$ cat config.mk
export PLATFORM = sky130hd
export DESIGN_NAME = tdc_timer
export DESIGN_NICKNAME = d
export VERILOG_FILES = /design/src/tdc_prescaler.v /design/src/tdc_timer.v
export VERILOG_INCLUDE_DIRS = /design/src
export SDC_FILE = /design/constraint.sdc
export NUM_CORES = 1
export LEC_CHECK = 0
export CAP_MARGIN = 10
export CORE_AREA = 3 3 99 101
export DETAILED_ROUTE_END_ITERATION = 10
export DIE_AREA = 0 0 102 104
export DONT_BUFFER_PORTS = 1
export HOLD_SLACK_MARGIN = 0.12
export PLACE_DENSITY_LB_ADDON = 0.08
export SYNTH_ARGS = -nofsm -noshare
export SYNTH_HDL_FRONTEND = slang
export SYNTH_SLANG_ARGS = --single-unit
$ cat constraint.sdc
create_clock -name aclk -period 2.5 [get_ports aclk]
set_clock_uncertainty 0.1 [all_clocks]
set_input_delay 0.75 -clock aclk [delete_from_list [all_inputs] [get_ports aclk]]
set_output_delay 0.75 -clock aclk [all_outputs]
set_load 0.1 [all_outputs]
$ cat src/tdc_defines.vh
// Constants for the ten-bit down counter with PWM output.
// Assumes inclusion by the counter top and its prescaler only.
`ifndef TDC_DEFINES_VH
`define TDC_DEFINES_VH
// ----------------------------------------
// Register byte addresses
// ----------------------------------------
`define TDC_ADDR_COUNT 4'h0
`define TDC_ADDR_CTRL1 4'h4
`define TDC_ADDR_CTRL2 4'h8
`define TDC_ADDR_DUTY 4'hC
// ----------------------------------------
// Field positions
// ----------------------------------------
`define TDC_C1_RUN 0
`define TDC_C1_RELOAD 1
`define TDC_C1_ONESHOT 2
`define TDC_C1_ACTLOW 6
`define TDC_C1_PINEN 7
`define TDC_C2_RATE_HI 2
`define TDC_C2_RATE_LO 0
`define TDC_C2_PSDIS_N 3
`define TDC_C2_EDGE 4
`define TDC_C2_SRC 5
`define TDC_C2_HIGH_HI 5
`define TDC_C2_HIGH_LO 4
`define TDC_DUTY_HIGH_HI 9
`define TDC_DUTY_HIGH_LO 8
// ----------------------------------------
// Reset values, fixed counts and bus response codes
// ----------------------------------------
`define TDC_CTRL1_RST 8'h00
`define TDC_CTRL2_RST 6'h3F
`define TDC_FULL_COUNT 10'h3FF
`define TDC_ZERO_COUNT 10'h000
`define TDC_RESP_OKAY 2'b00
`define TDC_RESP_SLVERR 2'b10
`endif

$ cat src/tdc_prescaler.v
// Power-of-two prescaler producing a one-cycle tick enable.
// Assumes tick_in is a one-cycle pulse on aclk.
`include "tdc_defines.vh"
module tdc_prescaler #(
	parameter WIDTH = 8
) (
	input wire aclk,
	input wire aresetn,
	input wire tick_in,
	input wire bypass,
	input wire [2:0] ratio,
	output reg tick_out
);
	reg [WIDTH-1:0] cnt_r;
	wire [WIDTH-1:0] cnt_nxt;
	wire [WIDTH-1:0] cnt_inc;
	wire [WIDTH-1:0] mask;
	genvar i;
	// ----------------------------------------
	// Ratio mask: code n divides by two to the n plus one.
	// ----------------------------------------
	generate
		for (i = 0; i < WIDTH; i = i + 1)
		begin : g_mask
			assign mask[i] = (i <= ratio);
		end
	endgenerate
	assign cnt_inc = cnt_r + {{(WIDTH-1){1'b0}}, 1'b1};
	assign cnt_nxt = cnt_inc & mask;
	always @(posedge aclk)
	begin
		if (!aresetn)
		begin
			cnt_r <= {WIDTH{1'b0}};
			tick_out <= 1'b0;
		end
		else if (bypass)
		begin
			// Bypass also clears the count so a new ratio starts clean.
			cnt_r <= {WIDTH{1'b0}};
			tick_out <= tick_in;
		end
		else
		begin
			tick_out <= 1'b0;
			if (tick_in)
			begin
				cnt_r <= cnt_nxt;
				tick_out <= (cnt_nxt == {WIDTH{1'b0}});
			end
		end
	end
endmodule

$ cat src/tdc_timer.v
// Ten-bit down counter with reload, one-shot, prescaler and PWM output.
// Assumes an AXI4-Lite master on aclk and asynchronous external clock pin.
//
// Overview of operation
// - Count register read returns live counter.
// - Count write loads reload and live counter.
// - Counter decrements only while run enable set.
// - Non-stop, reload set: underflow reloads stored value.
// - Non-stop, reload clear: underflow loads all ones.
// - One-shot counts once to zero then stops.
// - Non-stop mode keeps counting after underflow.
// - Polarity bit one makes PWM active low.
// - Pin enable routes PWM onto both pins.
// - Prescaler divides by two up to 256.
// - Disable bit high bypasses the prescaler.
// - Edge select picks falling or rising external edge.
// - Source bit selects external pin or internal clock.
// - Reload sets period, ten-bit duty sets width.
`include "tdc_defines.vh"
module tdc_timer (
	input wire aclk,
	input wire aresetn,
	input wire [3:0] s_axi_awaddr,
	input wire s_axi_awvalid,
	output reg s_axi_awready,
	input wire [31:0] s_axi_wdata,
	input wire [3:0] s_axi_wstrb,
	input wire s_axi_wvalid,
	output reg s_axi_wready,
	output reg [1:0] s_axi_bresp,
	output reg s_axi_bvalid,
	input wire s_axi_bready,
	input wire [3:0] s_axi_araddr,
	input wire s_axi_arvalid,
	output reg s_axi_arready,
	output reg [31:0] s_axi_rdata,
	output reg [1:0] s_axi_rresp,
	output reg s_axi_rvalid,
	input wire s_axi_rready,
	input wire inst_clk_en,
	input wire ext_clock_pin,
	input wire [1:0] gpio_out,
	output reg [1:0] pwm_pin_out,
	output reg counter_stopped
);
	// ----------------------------------------
	// Register state
	// ----------------------------------------
	reg [7:0] control_one_r;
	reg [5:0] control_two_r;
	reg [9:0] reload_r;
	reg [9:0] duty_r;
	reg [9:0] count_r;
	reg [9:0] count_nxt;
	reg done_r;
	reg [3:0] aw_addr_r;
	reg aw_have_r;
	reg [31:0] w_data_r;
	reg [3:0] w_strb_r;
	reg w_have_r;
	reg ext_meta_r;
	reg ext_sync_r;
	reg ext_prev_r;
	wire run_enable = control_one_r[`TDC_C1_RUN];
	wire reload_select = control_one_r[`TDC_C1_RELOAD];
	wire one_shot_select = control_one_r[`TDC_C1_ONESHOT];
	wire pwm_active_low = control_one_r[`TDC_C1_ACTLOW];
	wire pwm_pin_enable = control_one_r[`TDC_C1_PINEN];
	wire [2:0] prescale_ratio = control_two_r[`TDC_C2_RATE_HI:`TDC_C2_RATE_LO];
	wire prescale_disable_n = control_two_r[`TDC_C2_PSDIS_N];
	wire ext_edge_select = control_two_r[`TDC_C2_EDGE];
	wire clock_source_select = control_two_r[`TDC_C2_SRC];
	wire [1:0] count_high_bits = control_two_r[`TDC_C2_HIGH_HI:`TDC_C2_HIGH_LO];
	// ----------------------------------------
	// External clock pin synchroniser and edge pick
	// ----------------------------------------
	always @(posedge aclk)
	begin
		if (!aresetn)
		begin
			ext_meta_r <= 1'b0;
			ext_sync_r <= 1'b0;
			ext_prev_r <= 1'b0;
		end
		else
		begin
			ext_meta_r <= ext_clock_pin;
			ext_sync_r <= ext_meta_r;
			ext_prev_r <= ext_sync_r;
		end
	end
	// Pin edges faster than half of aclk are lost by the sampling.
	wire ext_rise = ext_sync_r & ~ext_prev_r;
	wire ext_fall = ~ext_sync_r & ext_prev_r;
	wire ext_tick = ext_edge_select ? ext_fall : ext_rise;
	wire src_tick = clock_source_select ? ext_tick : inst_clk_en;
	wire cnt_tick;
	// ----------------------------------------
	// Prescaler
	// ----------------------------------------
	// A ratio change while running may give one short period; software keeps it bypassed.
	tdc_prescaler #(
		.WIDTH(8)
	) u_prescaler (
		.aclk(aclk),
		.aresetn(aresetn),
		.tick_in(src_tick),
		.bypass(prescale_disable_n),
		.ratio(prescale_ratio),
		.tick_out(cnt_tick)
	);
	// ----------------------------------------
	// AXI4-Lite write path
	// ----------------------------------------
	wire aw_take = s_axi_awvalid & s_axi_awready;
	wire w_take = s_axi_wvalid & s_axi_wready;
	wire wr_fire = aw_have_r & w_have_r & ~s_axi_bvalid;
	wire wr_count = wr_fire & (aw_addr_r == `TDC_ADDR_COUNT) & w_strb_r[0];
	wire wr_ok = (aw_addr_r == `TDC_ADDR_COUNT) | (aw_addr_r == `TDC_ADDR_CTRL1) |
		(aw_addr_r == `TDC_ADDR_CTRL2) | (aw_addr_r == `TDC_ADDR_DUTY);
	always @(posedge aclk)
	begin
		if (!aresetn)
		begin
			s_axi_awready <= 1'b1;
			s_axi_wready <= 1'b1;
			s_axi_bvalid <= 1'b0;
			s_axi_bresp <= `TDC_RESP_OKAY;
			aw_have_r <= 1'b0;
			w_have_r <= 1'b0;
			aw_addr_r <= 4'h0;
			w_data_r <= 32'h0000_0000;
			w_strb_r <= 4'h0;
			control_one_r <= `TDC_CTRL1_RST;
			control_two_r <= `TDC_CTRL2_RST;
			reload_r <= `TDC_ZERO_COUNT;
			duty_r <= `TDC_ZERO_COUNT;
		end
		else
		begin
			if (aw_take)
			begin
				aw_addr_r <= {s_axi_awaddr[3:2], 2'b00};
				aw_have_r <= 1'b1;
				s_axi_awready <= 1'b0;
			end
			if (w_take)
			begin
				w_data_r <= s_axi_wdata;
				w_strb_r <= s_axi_wstrb;
				w_have_r <= 1'b1;
				s_axi_wready <= 1'b0;
			end
			if (wr_fire)
			begin
				aw_have_r <= 1'b0;
				w_have_r <= 1'b0;
				s_axi_bvalid <= 1'b1;
				s_axi_bresp <= wr_ok ? `TDC_RESP_OKAY : `TDC_RESP_SLVERR;
				if (w_strb_r[0])
				begin
					case (aw_addr_r)
						`TDC_ADDR_COUNT: reload_r <= {count_high_bits, w_data_r[7:0]};
						`TDC_ADDR_CTRL1: control_one_r <= w_data_r[7:0];
						`TDC_ADDR_CTRL2: control_two_r <= w_data_r[5:0];
						`TDC_ADDR_DUTY: duty_r <= w_data_r[9:0];
						default: ;
					endcase
				end
				if ((aw_addr_r == `TDC_ADDR_DUTY) & w_strb_r[1])
					duty_r[`TDC_DUTY_HIGH_HI:`TDC_DUTY_HIGH_LO] <= w_data_r[9:8];
			end
			if (s_axi_bvalid & s_axi_bready)
			begin
				s_axi_bvalid <= 1'b0;
				s_axi_awready <= 1'b1;
				s_axi_wready <= 1'b1;
			end
		end
	end
	// ----------------------------------------
	// AXI4-Lite read path
	// ----------------------------------------
	always @(posedge aclk)
	begin
		if (!aresetn)
		begin
			s_axi_arready <= 1'b1;
			s_axi_rvalid <= 1'b0;
			s_axi_rdata <= 32'h0000_0000;
			s_axi_rresp <= `TDC_RESP_OKAY;
		end
		else if (s_axi_arvalid & s_axi_arready)
		begin
			s_axi_arready <= 1'b0;
			s_axi_rvalid <= 1'b1;
			s_axi_rresp <= `TDC_RESP_OKAY;
			case ({s_axi_araddr[3:2], 2'b00})
				`TDC_ADDR_COUNT: s_axi_rdata <= {22'h00_0000, count_r};
				`TDC_ADDR_CTRL1: s_axi_rdata <= {24'h00_0000, control_one_r[7:6],
					3'b000, control_one_r[2:0]};
				`TDC_ADDR_CTRL2: s_axi_rdata <= {25'h000_0000, done_r, control_two_r};
				`TDC_ADDR_DUTY: s_axi_rdata <= {22'h00_0000, duty_r};
				default:
				begin
					s_axi_rdata <= 32'h0000_0000;
					s_axi_rresp <= `TDC_RESP_SLVERR;
				end
			endcase
		end
		else if (s_axi_rvalid & s_axi_rready)
		begin
			s_axi_rvalid <= 1'b0;
			s_axi_arready <= 1'b1;
		end
	end
	// ----------------------------------------
	// Down counter
	// ----------------------------------------
	always @*
	begin
		count_nxt = count_r;
		if (count_r != `TDC_ZERO_COUNT)
			count_nxt = count_r - 10'h001;
		else if (!one_shot_select)
			count_nxt = reload_select ? reload_r : `TDC_FULL_COUNT;
	end
	always @(posedge aclk)
	begin
		if (!aresetn)
		begin
			count_r <= `TDC_ZERO_COUNT;
			done_r <= 1'b0;
		end
		else if (wr_count)
		begin
			count_r <= {count_high_bits, w_data_r[7:0]};
			done_r <= 1'b0;
		end
		else if (run_enable & cnt_tick & ~done_r)
		begin
			count_r <= count_nxt;
			if (one_shot_select & (count_r == `TDC_ZERO_COUNT))
				done_r <= 1'b1;
		end
	end
	// ----------------------------------------
	// PWM output
	// ----------------------------------------
	// Duty above the reload value gives a fully active frame.
	wire pwm_active = (count_r < duty_r);
	wire pwm_level = pwm_active ^ pwm_active_low;
	always @(posedge aclk)
	begin
		if (!aresetn)
		begin
			pwm_pin_out <= 2'b00;
			counter_stopped <= 1'b0;
		end
		else
		begin
			pwm_pin_out <= pwm_pin_enable ? {2{pwm_level}} : gpio_out;
			counter_stopped <= done_r | ~run_enable;
		end
	end
endmodule

==> out/metrics.yaml, run 1 <==
synth:
  synth_area_leader_cell: "dfxtp_1"
  synth_cell_types: 67
  synth_edf_count: 0
  syn_inst: 520
  yosysTopAreaCellShare_pct: 39.5
  ys_seq_area_share_pct: 39.5
  async_flop_share_pct: 0
  ys.flop_type: "dfxtp_1"
  avgSynthCellArea_um2: 8.68
  yosys_register_bits: 89
  synth_area_um2: 4510
  ys_top_cells_by_area: "dfxtp_1 (39%), nand2_1 (6.7%), a21boi_0 (5.5%)"
  synth_warnings: 0
min_path:
  holdPathEnd: "ext_sync_r$_SDFF_PN0_"
  worstHoldStart: "ext_meta_r$_SDFF_PN0_"
  hp-class: "reg -> reg"
  worstHoldPathCells: 1
clock_network:
  cts-buffers-inserted: 9
  clock-root-buffer: "clkbuf_8"
  htree_levels: 3
  clock_path_buffers: 2
  cts_setup_buffers: 0
  cts_tree: "done"
  cts_num_sinks: 89
  cts_hold_buffers: 0
  clk_pin_slew_ns: 0.09
  clk_latency_ns: 0.37
timing:
  fmax_ghz: 0.439
  worst_slew_pin_slew_ns: 0.689
  tns_ns: 0
  fin_crit_ns: 2.28
  rsz0062_at_grt: "no"
  hold_viol: 0
  period_share_pct: 91.1
  setup_ws_ns: 0.221
  drv_slew: 0
  slew_headroom_pct: 53.8
  setup_viol: 0
floorplan:
  die_area_um2: 10600
  io_pins: 99
  initial_core_util_pct: 49.5
  num_rows: 35
  die_y_um: 104
  die_x_um: 102
  core_um2: 9110
power:
  max-vdd-ir-drop_mv: 0.275
  powerDensity_nw_per_um2: 606
  leakage_nw: 1.86
global_routing:
  overflow: 0
  grt_util_all_layers_pct: 19.9
  antenna_found_initial: 0
  grt_max_degree: 83
  grt_pass1_wl_mm: 16.8
  grt_pass1_vias: 3341
drt:
  routed_via_density: 5.63
  dr.pass1.iters: 4
  num_vias: 3656
  ant_nets: 0
  drtIter0Drc: 250
  drc: 0
  drt_wl_total_mm: 10.2
  routedWlPerCell_um: 15.7
final_layout:
  antenna_cells: 0
  num-fill-cells: 902
  drive_above_1_share_pct: 11.3
  final_nets: 599
  multi_input_area_um2: 2460
  regArea_um2: 1780
  syn2layout_area_growth_pct: 7.90
place:
  gp_congestion: 0.868
  dp.final_hpwl_mm: 7.20
  post-place-ws_ns: 0.0994
  io_buffers: 0
worst_setup_path:
  crit_arrival_ns: 2.45
  cp_max_fo: 10
  reg2regPathDepth: 7
  critical_path.slowest_cell: "or4b_4"
  cp-end-kind: "flip-flop"
  worst_path_largest_cell_delay_ns: 0.55
  crit_type: "reg -> reg"
  path_cells: "inv_1, ha_1, or4b_4, o41a_1, nor2_1, a311oi_1, a31o_1"
  worstReg2RegEnd: "count_r[6]$_SDFFE_PN0P_"
  r2r_slack_ns: 0.22
  worst_ep_required_time_ns: 2.67
  critPathLaunchType: "flip-flop"
  r2r-start: "count_r[0]$_SDFFE_PN0P_"
outcome:
  status: "completed"
job:
  cap_violations: 0
## kinds of logic (layout without fill, tap and decap cells)
kind of cell    count (synthesis)  count (layout)  share of synthesized area [%]
flops                          89              89                           39.5
mux                            29              29                           7.60
simple gates                  189             189                           21.7
compound gates                127             128                           19.1
other cells                     1              25                         0.0831
buf+inv                        71              64                           8.37
xor+xnor                        3               3                          0.582
fa+ha+maj                      11              11                           3.05
## flip-flops by register name, summed over array words and instances (netlist names), 2 cells and up
name / flops
s_axi_rdata: 10
aw_addr_r: 2
w_data_r: 10
pwm_pin_out: 2
u_prescaler.cnt_r: 8
w_strb_r: 2
control_two_r: 6
duty_r: 10
count_r: 10
control_one_r: 5
reload_r: 10
## cell usage in the layout (no fill, tap or decap), types with 4 or more instances in the layout
cell type | Yosys | layout
and3_1 | 4 | 4
or4_1 | 4 | 4
nand3_1 | 12 | 12
o31ai_1 | 4 | 4
o21ai_1 | 5 | 5
clkbuf_8 | 0 | 9
nand4_1 | 6 | 6
inv_1 | 19 | 19
nand2b_1 | 6 | 6
nand2_1 | 81 | 81
o21ai_0 | 22 | 22
a31oi_1 | 8 | 8
nor3_1 | 5 | 5
mux4_2 | 4 | 4
a21oi_1 | 21 | 21
a21boi_0 | 33 | 33
nor3b_1 | 6 | 6
o211ai_1 | 4 | 4
nor2b_1 | 17 | 17
and2_1 | 6 | 6
conb_1 | 1 | 25
buf_4 | 25 | 29
ha_1 | 11 | 11
dfxtp_1 | 89 | 89
mux2i_1 | 23 | 23
nor2_1 | 19 | 19
a221oi_1 | 5 | 5
## stage by stage
step | util (%) | std cells | power (W) | instance area [µm²] | hold WS, ns
CTS | 53.3 | 648 | 0.00299 | 4850 | 0.325
global placement | 51.1 | 632 | 0.00196 | 4650 | 0.314
finish | 53.4 | 649 | 0.00295 | 4870 | 0.346
global route | 53.4 | 649 | 0.00307 | 4870 | 0.329
floorplan | - | 544 | 0.00195 | 4600 | 0.312
detailed placement | 51.1 | 632 | 0.00196 | 4650 | 0.329
## synthesized netlist by cell type (3+ instances only)
library cell	number
a21boi_0	33
a21oi_1	21
a221oi_1	5
a31oi_1	8
and2_1	6
and3_1	4
buf_4	25
clkbuf_1	22
dfxtp_1	89
ha_1	11
inv_1	19
mux2i_1	23
mux4_2	4
nand2_1	81
nand2b_1	6
nand3_1	12
nand4_1	6
nand4b_1	3
nor2_1	19
nor2b_1	17
nor3_1	5
nor3b_1	6
nor4_1	3
o211a_1	3
o211ai_1	4
o21ai_0	22
o21ai_1	5
o22ai_1	3
o31ai_1	4
or4_1	4
## how the worst max path moves through the flow
stage | slack [ns] | cells past startpoint | startpoint | endpoint
floorplan | 0.07 | 6 | s_axi_bvalid$_SDFFE_PP0N_ | count_r[2]$_SDFFE_PN0P_
global placement | 0.12 | 7 | count_r[0]$_SDFFE_PN0P_ | count_r[6]$_SDFFE_PN0P_
detailed placement | 0.1 | 7 | count_r[0]$_SDFFE_PN0P_ | count_r[8]$_SDFFE_PN0P_
CTS | 0.08 | 7 | count_r[0]$_SDFFE_PN0P_ | count_r[8]$_SDFFE_PN0P_
global route | 0.1 | 7 | count_r[0]$_SDFFE_PN0P_ | count_r[8]$_SDFFE_PN0P_
finish | 0.22 | 7 | count_r[0]$_SDFFE_PN0P_ | count_r[6]$_SDFFE_PN0P_
## what timing repair did
item / in CTS / in global routing
setup endpoints to repair: 0 / 4
hold endpoints to repair: 0 / 0
gates resized for setup: 0 / 1
## power breakdown
part           internal, W  switching (W)  leakage (nW)
registers          0.00145      0.0000320         0.724
clock network     0.000471       0.000549         0.100
logic            0.0000813       0.000361          1.03
## worst max-delay path: cells and delay by family (launching register included)
family	cells	cell delay, ns
flip-flops	1	0.36
AND/OR/NAND/NOR	2	0.67
adder cells (fa/ha/maj)	1	0.21
AO/OA/AOI/OAI	3	0.76
buffers and inverters	1	0.09
## layout make-up
| type | count | area share (%) |
|---|---|---|
| multi-input cells | 385 | 50.5 |
| flip-flops and latches | 89 | 36.6 |
| repair buffers | 29 | 4.47 |
| well taps | 111 | 2.85 |
| clock buffers | 9 | 2.54 |
| clock inverters | 7 | 1.59 |
| inverters | 19 | 1.46 |
## layer usage
layer  share of wire, %  GRT usage (%)  vias to the layer above
li1                   -              -                     1831
met1                 47           27.2                     1707
met2                 45           29.8                      105
met3                5.8           4.69                       13
met4                2.1           8.34                        0
met5                  0              0                        -
(Power assumes the default switching activity.)
==> run 2: changes to the inputs <==
--- a/config.mk
+++ b/config.mk
@@ -13,6 +13,7 @@
 export DONT_BUFFER_PORTS = 1
 export HOLD_SLACK_MARGIN = 0.12
 export PLACE_DENSITY_LB_ADDON = 0.08
+export SETUP_SLACK_MARGIN = 0.5
 export SYNTH_ARGS = -nofsm -noshare
 export SYNTH_HDL_FRONTEND = slang
 export SYNTH_SLANG_ARGS = --single-unit
==> run 2 against run 1 <==
  * Cell area up 3.2%
  * Sequential share of layout area down 0.63 points
  * Clock-buffer cell count unchanged
  * Clock power up 9%
  * Die area unchanged
  * Via count up 1.0%
  * Global-route usage up 0.37 points
  * Largest cell class unchanged
  * Wire length up 3.5%
  * Non-clock buffer count unchanged
==> out/metrics.yaml, run 2 (synthesized netlist as in run 1, its figures left out) <==
min_path:
  worstHoldPathCells: 1
  holdPathEnd: "ext_sync_r$_SDFF_PN0_"
  hp-class: "reg -> reg"
  worstHoldStart: "ext_meta_r$_SDFF_PN0_"
floorplan:
  core_um2: 9110
  die_area_um2: 10600
  io_pins: 99
  num_rows: 35
  initial_core_util_pct: 49.5
  die_y_um: 104
  die_x_um: 102
clock_network:
  clock_path_buffers: 2
  clk_latency_ns: 0.35
  cts_hold_buffers: 0
  cts_tree: "done"
  cts-buffers-inserted: 9
  htree_levels: 3
  clock-root-buffer: "clkbuf_8"
  clk_pin_slew_ns: 0.10
  cts_num_sinks: 89
drt:
  routed_via_density: 5.68
  drt_wl_total_mm: 10.6
  drc: 0
  num_vias: 3693
  wl_met2_mm: 5.03
  routedWlPerCell_um: 16.3
  drtIter0Drc: 159
  dr.pass1.iters: 4
  routed.top_layer: "met4"
  wl_met3_um: 609
  wl_met1_mm: 4.82
  ant_nets: 0
final_layout:
  syn2layout_area_growth_pct: 11.3
  drive_above_1_share_pct: 16.5
  final_nets: 600
  final_area_um2: 5020
  layout_commonest_cell: "nand2_1"
  layout_common_cells: "nand2_1 (81), dfxtp_1 (77), a21boi_0 (33), buf_4 (29), conb_1 (25)"
  antenna_cells: 0
place:
  dp.final_hpwl_mm: 7.26
  gp_congestion: 0.840
  io_buffers: 0
  dpl_cell_area_um2: 4640
timing:
  fmax_ghz: 0.483
  period_share_pct: 82.8
  slew_headroom_pct: 59.3
  worst_slew_pin_slew_ns: 0.608
  fin_crit_ns: 2.07
  rsz0062_at_grt: "yes"
  setup_viol: 0
  hold_viol: 0
  tns_ns: 0
  drv_slew: 0
worst_setup_path:
  crit_arrival_ns: 2.22
  reg2regPathDepth: 7
  worst_ep_required_time_ns: 2.65
  worstReg2RegEnd: "count_r[8]$_SDFFE_PN0P_"
  r2r_slack_ns: 0.43
  crit_type: "reg -> reg"
  critPathLaunchType: "flip-flop"
  r2r-start: "count_r[1]$_SDFFE_PN0P_"
  cp_max_fo: 5
  cp-end-kind: "flip-flop"
global_routing:
  grt_max_degree: 83
  antenna_found_initial: 0
  grt_pass1_wl_mm: 17.3
  grt_pass1_vias: 3488
  overflow: 0
  grt_util_all_layers_pct: 20.3
power:
  powerDensity_nw_per_um2: 606
  leakage_nw: 1.90
  max-vdd-ir-drop_mv: 0.432
outcome:
  status: "completed"
job:
  cap_violations: 0
## run 2: power by group
group | switching, W | internal [W] | leakage [nW]
sequential | 0.0000347 | 0.00145 | 0.730
combinational | 0.000363 | 0.0000835 | 1.06
clock | 0.000540 | 0.000574 | 0.115
## run 2: stage by stage
stage	setup slack (ns)	std cells	utilization, %	total power, W	hold slack (ns)
after floorplan	0.403	544	-	0.00195	0.312
after global placement	0.321	628	51.0	0.00196	0.325
after detailed placement	0.299	628	51.0	0.00196	0.326
after CTS	0.407	650	54.5	0.00307	0.348
after global routing	0.343	650	55.2	0.00316	0.358
final	0.429	650	55.2	0.00305	0.345
## run 2: worst max path at each step
stage / start / endpoint / slack [ns] / cells after the start
2_1_floorplan: s_axi_bvalid$_SDFFE_PP0N_ / count_r[2]$_SDFFE_PN0P_ / 0.40 / 6
3_3_place_gp: count_r[1]$_SDFFE_PN0P_ / count_r[8]$_SDFFE_PN0P_ / 0.32 / 7
3_5_place_dp: count_r[1]$_SDFFE_PN0P_ / count_r[8]$_SDFFE_PN0P_ / 0.30 / 7
4_1_cts: count_r[0]$_SDFFE_PN0P_ / count_r[8]$_SDFFE_PN0P_ / 0.41 / 7
5_1_grt: count_r[1]$_SDFFE_PN0P_ / count_r[8]$_SDFFE_PN0P_ / 0.34 / 7
6_report: count_r[1]$_SDFFE_PN0P_ / count_r[8]$_SDFFE_PN0P_ / 0.43 / 7
## run 2: what timing repair did
item	CTS	global route
setup buffers	4	0
cloned	2	0
pin swaps	9	9
gates resized for setup	14	18
endpoints found under the setup margin	9	14
## run 2: final cells by class
type	count	area (µm²)
fillers	859	4090
clock inverters	7	100
well taps	111	139
repair buffers	29	218
multi-input cells	386	2560
flip-flops and latches	89	1810
inverters	19	73.8
clock buffers	9	124
## run 2: worst max-delay path, stage by stage, from the launching register on
cell and delay, ns:
dfxtp_4 0.36, inv_2 0.06, ha_4 0.11, or4b_4 0.50, o41a_1 0.44, nor2_1 0.15
a211oi_1 0.05, a31o_1 0.19
## run 2: routing by layer
| metal | global-route usage (%) | vias to the layer above |
|---|---|---|
| met3 | 3.69 | 9 |
| li1 | - | 1830 |
| met1 | 27.8 | 1753 |
| met4 | 6.19 | 0 |
| met5 | 0 | - |
| met2 | 32.3 | 101 |
==> run 3: changes to the inputs <==
==> constraint.sdc (replaced) <==
create_clock -name aclk -period 1.9 [get_ports aclk]
set_clock_uncertainty 0.1 [all_clocks]
set_input_delay 0.57 -clock aclk [delete_from_list [all_inputs] [get_ports aclk]]
set_output_delay 0.57 -clock aclk [all_outputs]
set_load 0.1 [all_outputs]
==> run 3 against run 2 <==
  * The flow now finishes with violations (negative setup slack)
  * Largest power group unchanged
  * Sequential power rose by 42%
  * Via count rose by 5.3%
  * Final cell count rose by 4.8%
  * Fmax fell by 1.0%
  * Clock power rose by 23%
  * Hold slack got worse by 0.16 ns
  * Critical path depth rose by 1
  * Critical path type unchanged
==> out/metrics.yaml, run 3 (synthesized netlist as in run 1, its figures left out) <==
clock_network:
  cts_num_sinks: 89
  htree_levels: 3
  cts_hold_buffers: 0
  cts_tree: "done"
  clk_latency_ns: 0.37
  cts-buffers-inserted: 9
  clk_pin_slew_ns: 0.10
  clock-root-buffer: "clkbuf_8"
  clock_path_buffers: 2
global_routing:
  antenna_found_initial: 0
  grt_pass1_vias: 3732
  busiest_layer: "met2"
  use_met1_pct: 29.9
  grt_max_degree: 83
  grt_pass1_wl_mm: 18.6
  grt_util_all_layers_pct: 22.1
  met3_usage_pct: 2.95
  overflow: 0
  met2_usage_pct: 35.9
worst_setup_path:
  crit_buf_inv: 2
  critical_path.slowest_cell: "or4b_4"
  reg2regPathDepth: 8
  r2r-start: "count_r[0]$_SDFFE_PN0P_"
  crit_family: "simple AND/OR/NAND/NOR gates"
  crit_type: "reg -> reg"
  cp_max_fo: 6
  worst_ep_required_time_ns: 2.10
  cp-end-kind: "flip-flop"
  worst_path_largest_cell_delay_ns: 0.50
  critPathLaunchType: "flip-flop"
  worstReg2RegEnd: "count_r[3]$_SDFFE_PN0P_"
  crit_arrival_ns: 2.29
  crit_start: "count_r[0]$_SDFFE_PN0P_"
  r2r_slack_ns: -0.19
  path_cells: "inv_2, ha_4, or4b_4, buf_12, or3_4, a31oi_1, a22oi_1, a21oi_1"
power:
  powerDensity_nw_per_um2: 678
  leakage_nw: 2.17
  max-vdd-ir-drop_mv: 0.384
final_layout:
  antenna_cells: 0
  final_nets: 631
  fin_util_pct: 63.6
  syn2layout_area_growth_pct: 28.3
  drive_above_1_share_pct: 34.6
  layout_commonest_cell: "nand2_1"
  layout_common_cells: "nand2_1 (66), dfxtp_1 (50), buf_4 (39), dfxtp_4 (26), conb_1 (25)"
drt:
  drtIter0Drc: 162
  routed_via_density: 5.71
  drc: 0
  dr.pass1.iters: 4
  drt_wl_total_mm: 11.6
  num_vias: 3890
  routedWlPerCell_um: 17.1
  ant_nets: 0
timing:
  tns_ns: -1.26
  fin_crit_ns: 2.09
  rsz0062_at_grt: "yes"
  drv_slew: 0
  hold_viol: 0
  period_share_pct: 110
  setup_ws_ns: -0.192
  setup_viol: 10
  fmax_ghz: 0.478
floorplan:
  num_rows: 35
  die_x_um: 102
  io_pins: 99
  die_area_um2: 10600
  die_y_um: 104
  core_um2: 9110
  initial_core_util_pct: 49.5
place:
  gp_congestion: 0.878
  dp.final_hpwl_mm: 7.77
  io_buffers: 0
  post-place-ws_ns: -0.234
min_path:
  worstHoldPathCells: 1
  holdPathEnd: "s_axi_awready$_SDFFE_PP1P_"
  hp-class: "in -> reg"
  worstHoldStart: "s_axi_awvalid"
job:
  cap_violations: 0
outcome:
  status: "finished, violations left"
  violations: "negative setup slack"
==> run 3: cell types whose count changed in the layout (fill, tap and decap cells not counted), moves of 10 or more <==
cell,delta
buf_4,+10
nand2_2,+14
buf_6,+16
a21boi_1,+13
dfxtp_1,-27
nand2_1,-15
dfxtp_4,+22
a21boi_0,-13
==> run 3: where the power goes <==
group / switching (W) / total [W] / internal, W
sequential: 0.000201 / 0.00210 / 0.00190
clock: 0.000711 / 0.00136 / 0.000652
combinational: 0.000339 / 0.000466 / 0.000127
total: 0.00125 / 0.00393 / 0.00267
==> run 3: what timing repair did <==
action	CTS	global route
pin swaps	46	22
endpoints found under the setup margin	82	86
cloned	2	0
resized for setup	87	33
setup buffers	15	5
==> run 3: final cells by class <==
| class | count | area [µm²] |
|---|---|---|
| Fill cell | 765 | 3320 |
| Multi-Input combinational cell | 385 | 2890 |
| Sequential cell | 89 | 1900 |
| Timing Repair Buffer | 61 | 588 |
| Clock buffer | 11 | 141 |
| Tap cell | 111 | 139 |
| Inverter | 19 | 71.3 |
| Clock inverter | 5 | 62.6 |
==> run 3: worst max-delay path by stage <==
| stage | endpoint | slack, ns | cells after the start |
|---|---|---|---|
| floorplan | count_r[6]$_SDFFE_PN0P_ | -0.17 | 9 |
| global placement | count_r[8]$_SDFFE_PN0P_ | -0.20 | 7 |
| detailed placement | count_r[6]$_SDFFE_PN0P_ | -0.23 | 7 |
| CTS | count_r[6]$_SDFFE_PN0P_ | -0.22 | 7 |
| global route | count_r[5]$_SDFFE_PN0P_ | -0.28 | 8 |
| finish | count_r[3]$_SDFFE_PN0P_ | -0.19 | 8 |
==> run 3: routing by layer <==
metal	vias to the layer above	wire (µm)
met4	0	141
met3	11	428
li1	1895	-
met2	98	5700
met1	1886	5380
met5	-	0
==> run 3: stage by stage <==
stage | cells | instance area [µm²] | hold slack [ns] | total power, W
floorplan | 544 | 4880 | 0.312 | 0.00259
global placement | 643 | 4950 | 0.326 | 0.00258
detailed placement | 643 | 4950 | 0.327 | 0.00259
CTS | 676 | 5600 | 0.166 | 0.00393
global route | 681 | 5790 | 0.174 | 0.00407
finish | 681 | 5790 | 0.189 | 0.00393
